<file path="config.mk">
export PLATFORM = sky130hd
export DESIGN_NAME = nibble_io_ports
export DESIGN_NICKNAME = d
export VERILOG_FILES = /design/src/hdl/nibble_io_pkg.sv /design/src/hdl/port_slice_if.sv /design/src/hdl/nibble_io_ports.sv /design/src/hdl/nibble_port_slice.sv
export VERILOG_INCLUDE_DIRS = /design/src /design/src/hdl
export SDC_FILE = /design/constraint.sdc
export NUM_CORES = 1
export LEC_CHECK = 0
export BUFFER_PORTS_ARGS = -buffer_cell sky130_fd_sc_hd__buf_2
export CORE_MARGIN = 1
export CORE_UTILIZATION = 40
export CTS_BUF_LIST = sky130_fd_sc_hd__clkbuf_16
export DETAILED_ROUTE_END_ITERATION = 12
export GPL_TIMING_DRIVEN = 0
export PLACE_DENSITY = 0.63
export SLEW_MARGIN = 20
export SYNTH_ARGS = -nofsm -noshare
export SYNTH_HDL_FRONTEND = slang
export SYNTH_SLANG_ARGS = --single-unit
</file>
<file path="constraint.sdc">
create_clock -name ref_clk_in -period 6.74 [get_ports ref_clk_in]
set_input_delay 2.022 -clock ref_clk_in [delete_from_list [all_inputs] [get_ports ref_clk_in]]
set_output_delay 2.022 -clock ref_clk_in [all_outputs]
set_load 0.02 [all_outputs]
</file>
<file path="src/hdl/nibble_io_defs.svh">
// Offsets, field positions and reset values for the nibble I/O ports.
// Assumes inclusion by bare name from the package and the design modules.
`ifndef NIBBLE_IO_DEFS_SVH
`define NIBBLE_IO_DEFS_SVH

// ----------------------------------------------------------------------------
// Data memory bank zero
// ----------------------------------------------------------------------------
`define NIO_BANK_ZERO          4'h0
`define NIO_ADDR_FIRST_PORT    7'h70
`define NIO_ADDR_SECOND_PORT   7'h71
`define NIO_ADDR_THIRD_PORT    7'h72

// ----------------------------------------------------------------------------
// Register file
// ----------------------------------------------------------------------------
`define NIO_RF_PULLUP          7'h0c
`define NIO_RF_ANALOG_SEL      7'h1b
`define NIO_RF_THIRD_DIR       7'h1c
`define NIO_RF_CHANNEL         7'h22
`define NIO_RF_GROUP_DIR       7'h2c

// ----------------------------------------------------------------------------
// Field positions and reset values
// ----------------------------------------------------------------------------
`define NIO_BIT_FIRST_PORT     0
`define NIO_BIT_SECOND_PORT    1
`define NIO_RST_NIBBLE         4'h0
`define NIO_RST_GROUP          2'h0
`define NIO_RST_CHANNEL        2'h0

`endif

</file>
<file path="src/hdl/nibble_io_pkg.sv">
// Types shared by the nibble I/O port top, the core bus model and the bench.
// Assumes the constants header is on the include path.
`include "nibble_io_defs.svh"

package nibble_io_pkg;

    typedef logic [3:0] nibble_t;
    typedef logic [6:0] addr_t;
    typedef logic [3:0] bank_t;
    typedef logic [1:0] group_t;
    typedef logic [1:0] channel_t;

endpackage : nibble_io_pkg

</file>
<file path="src/hdl/port_slice_if.sv">
// Carrier between the port top and one port slice.
// Assumes the top drives controls and the slice drives latch and read data.
`timescale 1ns/1ps
`default_nettype none

interface port_slice_if #(parameter int WIDTH = 4);

    logic             wr_stb;
    logic [WIDTH-1:0] wr_data;
    logic [WIDTH-1:0] dir;
    logic [WIDTH-1:0] analog_sel;
    logic [WIDTH-1:0] pin_raw;
    logic [WIDTH-1:0] latch;
    logic [WIDTH-1:0] rd_data;

    modport ctrl
    (
        output wr_stb,
        output wr_data,
        output dir,
        output analog_sel,
        output pin_raw,
        input  latch,
        input  rd_data
    );

    modport slice
    (
        input  wr_stb,
        input  wr_data,
        input  dir,
        input  analog_sel,
        input  pin_raw,
        output latch,
        output rd_data
    );

endinterface : port_slice_if

`default_nettype wire
</file>
<file path="src/hdl/nibble_io_ports.sv">
// Top of the three nibble I/O ports with analog pin select.
// Assumes a CPU core giving bank, address, space, write strobe and data per cycle.
`timescale 1ns/1ps
`default_nettype none

`include "nibble_io_defs.svh"

// Contract
// - First port latch decoded at bank zero address 70H.
// - Register-file 2CH bit 0 sets all first-port pins input or output.
// - Group port read gives pins in input mode, latch in output mode.
// - Group port writes always load the latch, even in input mode.
// - Register-file 0CH bit 0 enables first-port pull-ups.
// - Reset clears first-port direction, pull-up and latch.
// - Second port latch decoded at bank zero address 71H.
// - Register-file 2CH bit 1 sets all second-port pins input or output.
// - Register-file 0CH bit 1 enables second-port pull-ups.
// - Reset clears second-port direction, pull-up and latch.
// - Third port latch decoded at bank zero address 72H.
// - Register-file 1CH bit n sets third-port pin n direction.
// - Register-file 1BH bit n routes third-port pin n to analog input.
// - Third-port read gives pin only for digital input bits, else latch.
// - Third-port writes load the latch in every mode.
// - Register-file 22H bits 1 and 0 select converter channel.
// - Reset clears third-port direction, analog select, channel and latch.
module nibble_io_ports (
    input  wire logic                 ref_clk_in,
    input  wire logic                 rst_n_in,
    input  wire nibble_io_pkg::bank_t core_bank_in,
    input  wire logic                 core_rf_space_in,
    input  wire nibble_io_pkg::addr_t core_addr_in,
    input  wire logic                 core_wr_in,
    input  wire nibble_io_pkg::nibble_t core_wdata_in,
    output logic [3:0]                core_rdata_out,
    input  wire nibble_io_pkg::nibble_t first_port_pin_in,
    output logic [3:0]                first_port_pin_out,
    output logic [3:0]                first_port_pin_oe_out,
    output logic                      first_port_pullup_out,
    input  wire nibble_io_pkg::nibble_t second_port_pin_in,
    output logic [3:0]                second_port_pin_out,
    output logic [3:0]                second_port_pin_oe_out,
    output logic                      second_port_pullup_out,
    input  wire nibble_io_pkg::nibble_t third_port_pin_in,
    output logic [3:0]                third_port_pin_out,
    output logic [3:0]                third_port_pin_oe_out,
    output logic [3:0]                third_port_analog_select_out,
    output logic [1:0]                converter_channel_out
);

    import nibble_io_pkg::*;

    group_t   group_dir_q;
    group_t   group_dir_d;
    group_t   pullup_q;
    group_t   pullup_d;
    nibble_t  third_dir_q;
    nibble_t  third_dir_d;
    nibble_t  analog_sel_q;
    nibble_t  analog_sel_d;
    channel_t channel_q;
    channel_t channel_d;

    logic     mem_hit;
    logic     rf_hit;
    logic     wr_mem;
    logic     wr_rf;

    port_slice_if #(.WIDTH(4)) first_if ();
    port_slice_if #(.WIDTH(4)) second_if ();
    port_slice_if #(.WIDTH(4)) third_if ();

    // ------------------------------------------------------------------------
    // Address decode
    // ------------------------------------------------------------------------
    // The core names its space explicitly so register-file and data memory
    // addresses never alias each other.
    assign mem_hit = !core_rf_space_in && (core_bank_in == `NIO_BANK_ZERO);
    assign rf_hit  = core_rf_space_in;
    assign wr_mem  = mem_hit && core_wr_in;
    assign wr_rf   = rf_hit && core_wr_in;

    assign first_if.wr_stb  = wr_mem && (core_addr_in == `NIO_ADDR_FIRST_PORT);
    assign second_if.wr_stb = wr_mem && (core_addr_in == `NIO_ADDR_SECOND_PORT);
    assign third_if.wr_stb  = wr_mem && (core_addr_in == `NIO_ADDR_THIRD_PORT);
    assign first_if.wr_data  = core_wdata_in;
    assign second_if.wr_data = core_wdata_in;
    assign third_if.wr_data  = core_wdata_in;

    // ------------------------------------------------------------------------
    // Control bits
    // ------------------------------------------------------------------------
    always_comb
    begin
        group_dir_d  = group_dir_q;
        pullup_d     = pullup_q;
        third_dir_d  = third_dir_q;
        analog_sel_d = analog_sel_q;
        channel_d    = channel_q;
        if (wr_rf)
        begin
            case (core_addr_in)
                `NIO_RF_GROUP_DIR:  group_dir_d  = core_wdata_in[1:0];
                `NIO_RF_PULLUP:     pullup_d     = core_wdata_in[1:0];
                `NIO_RF_THIRD_DIR:  third_dir_d  = core_wdata_in;
                `NIO_RF_ANALOG_SEL: analog_sel_d = core_wdata_in;
                `NIO_RF_CHANNEL:    channel_d    = core_wdata_in[1:0];
                default:            group_dir_d  = group_dir_q;
            endcase
        end
    end

    always_ff @(posedge ref_clk_in or negedge rst_n_in)
    begin
        if (!rst_n_in)
        begin
            group_dir_q  <= `NIO_RST_GROUP;
            pullup_q     <= `NIO_RST_GROUP;
            third_dir_q  <= `NIO_RST_NIBBLE;
            analog_sel_q <= `NIO_RST_NIBBLE;
            channel_q    <= `NIO_RST_CHANNEL;
        end
        else
        begin
            group_dir_q  <= group_dir_d;
            pullup_q     <= pullup_d;
            third_dir_q  <= third_dir_d;
            analog_sel_q <= analog_sel_d;
            channel_q    <= channel_d;
        end
    end

    // ------------------------------------------------------------------------
    // Port slices
    // ------------------------------------------------------------------------
    assign first_if.dir         = {4{group_dir_q[`NIO_BIT_FIRST_PORT]}};
    assign second_if.dir        = {4{group_dir_q[`NIO_BIT_SECOND_PORT]}};
    assign third_if.dir         = third_dir_q;
    assign first_if.analog_sel  = 4'h0;
    assign second_if.analog_sel = 4'h0;
    assign third_if.analog_sel  = analog_sel_q;
    assign first_if.pin_raw     = first_port_pin_in;
    assign second_if.pin_raw    = second_port_pin_in;
    assign third_if.pin_raw     = third_port_pin_in;

    nibble_port_slice #(.WIDTH(4)) first_slice (
        .ref_clk_in (ref_clk_in),
        .rst_n_in   (rst_n_in),
        .io         (first_if.slice)
    );

    nibble_port_slice #(.WIDTH(4)) second_slice (
        .ref_clk_in (ref_clk_in),
        .rst_n_in   (rst_n_in),
        .io         (second_if.slice)
    );

    nibble_port_slice #(.WIDTH(4)) third_slice (
        .ref_clk_in (ref_clk_in),
        .rst_n_in   (rst_n_in),
        .io         (third_if.slice)
    );

    // ------------------------------------------------------------------------
    // Pins and outputs
    // ------------------------------------------------------------------------
    // Latches drive the pins at all times; the enables decide who wins.
    // An analog pin left in output mode still drives, which corrupts the
    // sampled level, so software must keep its direction at zero.
    assign first_port_pin_out           = first_if.latch;
    assign second_port_pin_out          = second_if.latch;
    assign third_port_pin_out           = third_if.latch;
    assign first_port_pin_oe_out        = first_if.dir;
    assign second_port_pin_oe_out       = second_if.dir;
    assign third_port_pin_oe_out        = third_dir_q;
    assign first_port_pullup_out        = pullup_q[`NIO_BIT_FIRST_PORT];
    assign second_port_pullup_out       = pullup_q[`NIO_BIT_SECOND_PORT];
    assign third_port_analog_select_out = analog_sel_q;
    assign converter_channel_out        = channel_q;

    // ------------------------------------------------------------------------
    // Read data
    // ------------------------------------------------------------------------
    // Combinational so the core sees the value in the cycle it addresses it
    always_comb
    begin
        core_rdata_out = 4'h0;
        if (mem_hit)
        begin
            case (core_addr_in)
                `NIO_ADDR_FIRST_PORT:  core_rdata_out = first_if.rd_data;
                `NIO_ADDR_SECOND_PORT: core_rdata_out = second_if.rd_data;
                `NIO_ADDR_THIRD_PORT:  core_rdata_out = third_if.rd_data;
                default:               core_rdata_out = 4'h0;
            endcase
        end
        else if (rf_hit)
        begin
            case (core_addr_in)
                `NIO_RF_GROUP_DIR:  core_rdata_out = {2'h0, group_dir_q};
                `NIO_RF_PULLUP:     core_rdata_out = {2'h0, pullup_q};
                `NIO_RF_THIRD_DIR:  core_rdata_out = third_dir_q;
                `NIO_RF_ANALOG_SEL: core_rdata_out = analog_sel_q;
                `NIO_RF_CHANNEL:    core_rdata_out = {2'h0, channel_q};
                default:            core_rdata_out = 4'h0;
            endcase
        end
    end

    // ------------------------------------------------------------------------
    // Checks
    // ------------------------------------------------------------------------
    logic seen_q;

    always_ff @(posedge ref_clk_in or negedge rst_n_in)
    begin
        if (!rst_n_in)
        begin
            seen_q <= 1'b0;
        end
        else
        begin
            seen_q <= 1'b1;
        end
    end
endmodule : nibble_io_ports

`default_nettype wire

</file>
<file path="src/hdl/nibble_port_slice.sv">
// One port: output latch, pin synchroniser and read-back selector.
// Assumes pin levels are asynchronous to ref_clk_in.
`timescale 1ns/1ps
`default_nettype none

module nibble_port_slice #(
    parameter int WIDTH = 4
) (
    input  wire logic   ref_clk_in,
    input  wire logic   rst_n_in,
    port_slice_if.slice io
);

    logic [WIDTH-1:0] latch_q;
    logic [WIDTH-1:0] latch_d;
    logic [WIDTH-1:0] sync1_q;
    logic [WIDTH-1:0] sync2_q;
    logic [WIDTH-1:0] sync3_q;
    logic [WIDTH-1:0] pin_q;
    logic [WIDTH-1:0] pin_d;

    // ------------------------------------------------------------------------
    // Next values
    // ------------------------------------------------------------------------
    always_comb
    begin
        latch_d = latch_q;
        if (io.wr_stb)
        begin
            latch_d = io.wr_data;
        end
        pin_d = pin_q;
        for (int i = 0; i < WIDTH; i++)
        begin
            // A level change counts only once the last two stages agree
            if (sync2_q[i] == sync3_q[i])
            begin
                pin_d[i] = sync3_q[i];
            end
        end
    end

    always_ff @(posedge ref_clk_in or negedge rst_n_in)
    begin
        if (!rst_n_in)
        begin
            latch_q <= '0;
            sync1_q <= '0;
            sync2_q <= '0;
            sync3_q <= '0;
            pin_q   <= '0;
        end
        else
        begin
            latch_q <= latch_d;
            sync1_q <= io.pin_raw;
            sync2_q <= sync1_q;
            sync3_q <= sync2_q;
            pin_q   <= pin_d;
        end
    end

    // ------------------------------------------------------------------------
    // Read back
    // ------------------------------------------------------------------------
    always_comb
    begin
        for (int i = 0; i < WIDTH; i++)
        begin
            // Pin level only for a digital input bit, the latch otherwise
            io.rd_data[i] = (!io.dir[i] && !io.analog_sel[i]) ? pin_q[i] : latch_q[i];
        end
    end

    assign io.latch = latch_q;

endmodule : nibble_port_slice

`default_nettype wire

</file>
==> metrics.md <==
| Metric | Value |
|---|---|
| Status | finished clean |
| Post-route setup TNS | 0 ps |
| Synth cell types | 38 |
| Main synth FF type | dfrtp_1 |
| Net Count, Synth | 227 |
| Worst skew pair latency | 330 ps |
| Routability congestion estimate | 0.8706 |
| Adder-cell share of the synthesized area | 4.181% |
| Die Ht | 86.75 um |
| # port buffers | 63 |
| GRT Total Usage | 17.26% |
| Routed length on met1 | 2589 um |
| Vias in the first global route | 1,853 |
| Initial antenna violation count | 0 |
| GR Overflow Total | 0 |
| FFs w/ async S/R, synth | 100.0% |
| Antenna cell count | 0 |
| Avg WL per Cell | 15.43 um |
| Worst Path Max Fanout | 10 |
| DIE AREA | 7525 sq um |
| Setup Viol. Count Final | 0 |
| Via Count | 1,835 |
| Util after Layout | 52.13% |
| Synthesized area per cell | 14.66 sq um |
| Metal2 WL | 2541 um |
| Share of post-route cells with drive strength above 1 | 43.80% |
| Worst-path clk slew | 50 ps |
| Synth Area in XOR/XNOR | 0% |
| Largest net degree at the start of global routing | 41 |
| # rows | 30 |
| P_sw | 0.0002189 W |
| Fmax | 0.1781 GHz |
| CTS Hold Bufs | 0 |
| Vias/cell | 4.959 |
| Top Layer Used | met4 |
| Static Leakage | 1.706 nW |
| CP startpoint kind | input port |
| Int Pwr | 0.0007408 W |
| Placed Cells | 356 |
| Seq cells post-synth | 74 |
| Combinational power share | 7.8% |
| Max cap viols | 0 |
| Worst vdd ir | 0.1448 mV |
| Detail Route met3 WL | 492 um |
| Io pins | 67 |
| Drt first pass iters | 4 |
| Final HPWL from detailed placement | 4130 um |
| Worst slew pin tran | 900.7 ps |
| Initial DRC count | 121 |
| Synth Cell Area | 2873 sq um |
| Number of flops mapped to enable cells by yosys | 0 |
| Slew HR | 39.40% |
| Clock buffer depth | 2 |
| First-pass GRT wire length | 9404 um |
| CTS tree | done |
| CP required | 4720 ps |
| Largest family of logic cells by synthesized area | multiplexers |
| Sink Count | 74 |
| Post-cts repair resize count | 0 |
| Nets | 302 |
| Seq pwr share | 50.0% |
| Worst Path Arrival | 3590 ps |
| Final wirelength | 5710 um |
| Fin crit share | 83.29% |
| Switching Share | 22.81% |
| RSZ-0062 raised after global routing | false |
| Remaining antenna violation count after routing | 0 |
| Hold Crit Class | flop to flop |
| Fin. Hold Viols | 0 |
| WS Path Type | input port to output port |
| CTS H-tree lvls | 3 |
| Post-synthesis instance total | 196 |
| Die Wd | 86.75 um |
| Clock share of power | 42.2% |
| Area growth from synthesis to layout | 24.65% |
| P per Cell Area | 268.0 nW/um^2 |
| CTS Buf Count | 9 |
| Post-synthesis sequential area ratio | 64.46% |
| Std-Cell Core Area | 6869 sq um |
| Fin. max-slew vios | 0 |
| Initial Utilization | 41.82% |
| Final min period | 5614 ps |
| Overall Power | 0.0009596 W |
| # DRC | 0 |
| Fillers | 617 |
| CP endpoint kind | output port |
| Synth warn | 0 |
| Synth Area in Compound Gates | 5.314% |
| Synth Area in Simple Gates | 8.754% |
| Worst clock skew | 3.306 ps |
| Clk root buf | clkbuf_16 |
| Post-CTS setup buffers | 0 |
| Layout Cells excl Fill | 370 |
| Post-synthesis mux area share | 14.50% |
==> through the flow <==
stage / area [sq um] / setup WS (ps) / hold WS (ps)
6_report: 3581 / 1126 / 341.9
5_1_grt: 3581 / 973.8 / 350.5
4_1_cts: 3581 / 1140 / 341.9
3_5_place_dp: 3331 / 1143 / 334.7
3_3_place_gp: 3308 / 1122 / 331.4
2_1_floorplan: 2873 / 1404 / 331.2
==> final cells by class <==
| cell class | instances | area (sq um) | share of cell area (%) |
|---|---|---|---|
| sequential | 74 | 1852 | 51.71 |
| multi-input combinational | 108 | 940.9 | 26.28 |
| timing repair buffer | 64 | 337.8 | 9.434 |
| clock buffer | 9 | 225.2 | 6.289 |
| tap | 96 | 120.1 | 3.354 |
| buffer | 11 | 68.82 | 1.922 |
| clock inverter | 5 | 25.02 | 0.6988 |
| inverter | 3 | 11.26 | 0.3145 |
==> per-layer routing <==
layer,track usage (%),vias to the layer above
li1,-,866
met1,22.81,897
met2,25.11,64
met3,7.429,8
met4,6.818,0
met5,0,-
==> cell families after synthesis <==
family	after synthesis
buffers and inverters	14
AOI/OAI and AO/OA	22
muxes	38
adders and majority gates	12
and+or+nand+nor	36
DFF	74
==> synth_stat cells, drive strengths merged (3+ instances only) <==
library cell | number | area (sq um)
a21oi | 4 | 20.02
buf | 9 | 61.30
dfrtp | 74 | 1852
inv | 3 | 11.26
maj3 | 12 | 120.1
mux2 | 29 | 326.6
mux2i | 9 | 90.09
nand2 | 4 | 15.01
nand2b | 3 | 18.77
nor2 | 8 | 52.55
nor2b | 4 | 25.02
nor4 | 3 | 25.02
o22ai | 7 | 43.79
==> critical path: stages <==
cell and delay (ps):
clkbuf_1 340, nand2_1 150, nor3_1 470, o31ai_1 190, o22ai_1 220, buf_2 200
==> path summary, 6_finish.rpt <==
kind,from,end,slack (ps),cells past startpoint
max,core_addr_in[1],core_rdata_out[0],1130,6
min,third_slice.sync1_q[1],third_slice.sync2_q[1],340,0
max reg2reg,group_dir_q[1],group_dir_q[1],5660,2
min reg2reg,third_slice.sync1_q[1],third_slice.sync2_q[1],340,0
max in group asynchronous,rst_n_in,third_port_pin_oe_out[0],4540,2
min in group asynchronous,rst_n_in,second_slice.sync1_q[3],1640,1
==> cell usage in the layout (no fill, tap or decap), drive strengths merged <==
| cell | Yosys | final |
|---|---|---|
| and4 | 1 | 1 |
| a32oi | 2 | 2 |
| clkbuf | 2 | 11 |
| inv | 3 | 4 |
| nand3 | 1 | 1 |
| clkinv | 0 | 3 |
| nand3b | 2 | 2 |
| a222oi | 1 | 1 |
| nor2 | 8 | 8 |
| buf | 9 | 73 |
| nand2b | 3 | 3 |
| mux2i | 9 | 9 |
| o31ai | 1 | 1 |
| dfrtp | 74 | 74 |
| mux2 | 29 | 29 |
| or3b | 2 | 2 |
| nand4b | 1 | 1 |
| nor4 | 3 | 3 |
| or4bb | 1 | 1 |
| or2 | 1 | 1 |
| nand4bb | 1 | 1 |
| or4 | 2 | 2 |
| nor3 | 2 | 2 |
| maj3 | 12 | 12 |
| o311a | 1 | 1 |
| nor2b | 4 | 4 |
| o22ai | 7 | 7 |
| a221oi | 1 | 1 |
| nand2 | 4 | 4 |
| o32a | 1 | 1 |
| clkinvlp | 0 | 1 |
| a211oi | 2 | 2 |
| a21oi | 4 | 4 |
| o21ai | 2 | 2 |
==> power by group through the flow <==
stage	clock network (W)	logic [W]	registers (W)
after floorplan	0	0.0000359	0.000490
after CTS	0.000417	0.0000763	0.000480
after global placement	0	0.0000732	0.000487
final	0.000405	0.0000746	0.000480
after detailed placement	0	0.0000757	0.000488
after global routing	0.000438	0.0000828	0.000483
==> flip-flops by register name, indices dropped and copies added, names as in the netlist <==
name / count
group_dir_q: 2
second_slice.sync2_q: 4
first_slice.pin_q: 4
second_slice.sync1_q: 4
third_port_analog_select_out: 4
third_slice.sync2_q: 4
first_slice.io.latch: 4
second_slice.pin_q: 4
third_slice.sync3_q: 4
third_slice.io.latch: 4
first_slice.sync3_q: 4
converter_channel_out: 2
pullup_q: 2
third_port_pin_oe_out: 4
first_slice.sync1_q: 4
first_slice.sync2_q: 4
second_slice.sync3_q: 4
third_slice.sync1_q: 4
second_slice.io.latch: 4
third_slice.pin_q: 4
Power figures use the tool's default switching activity.
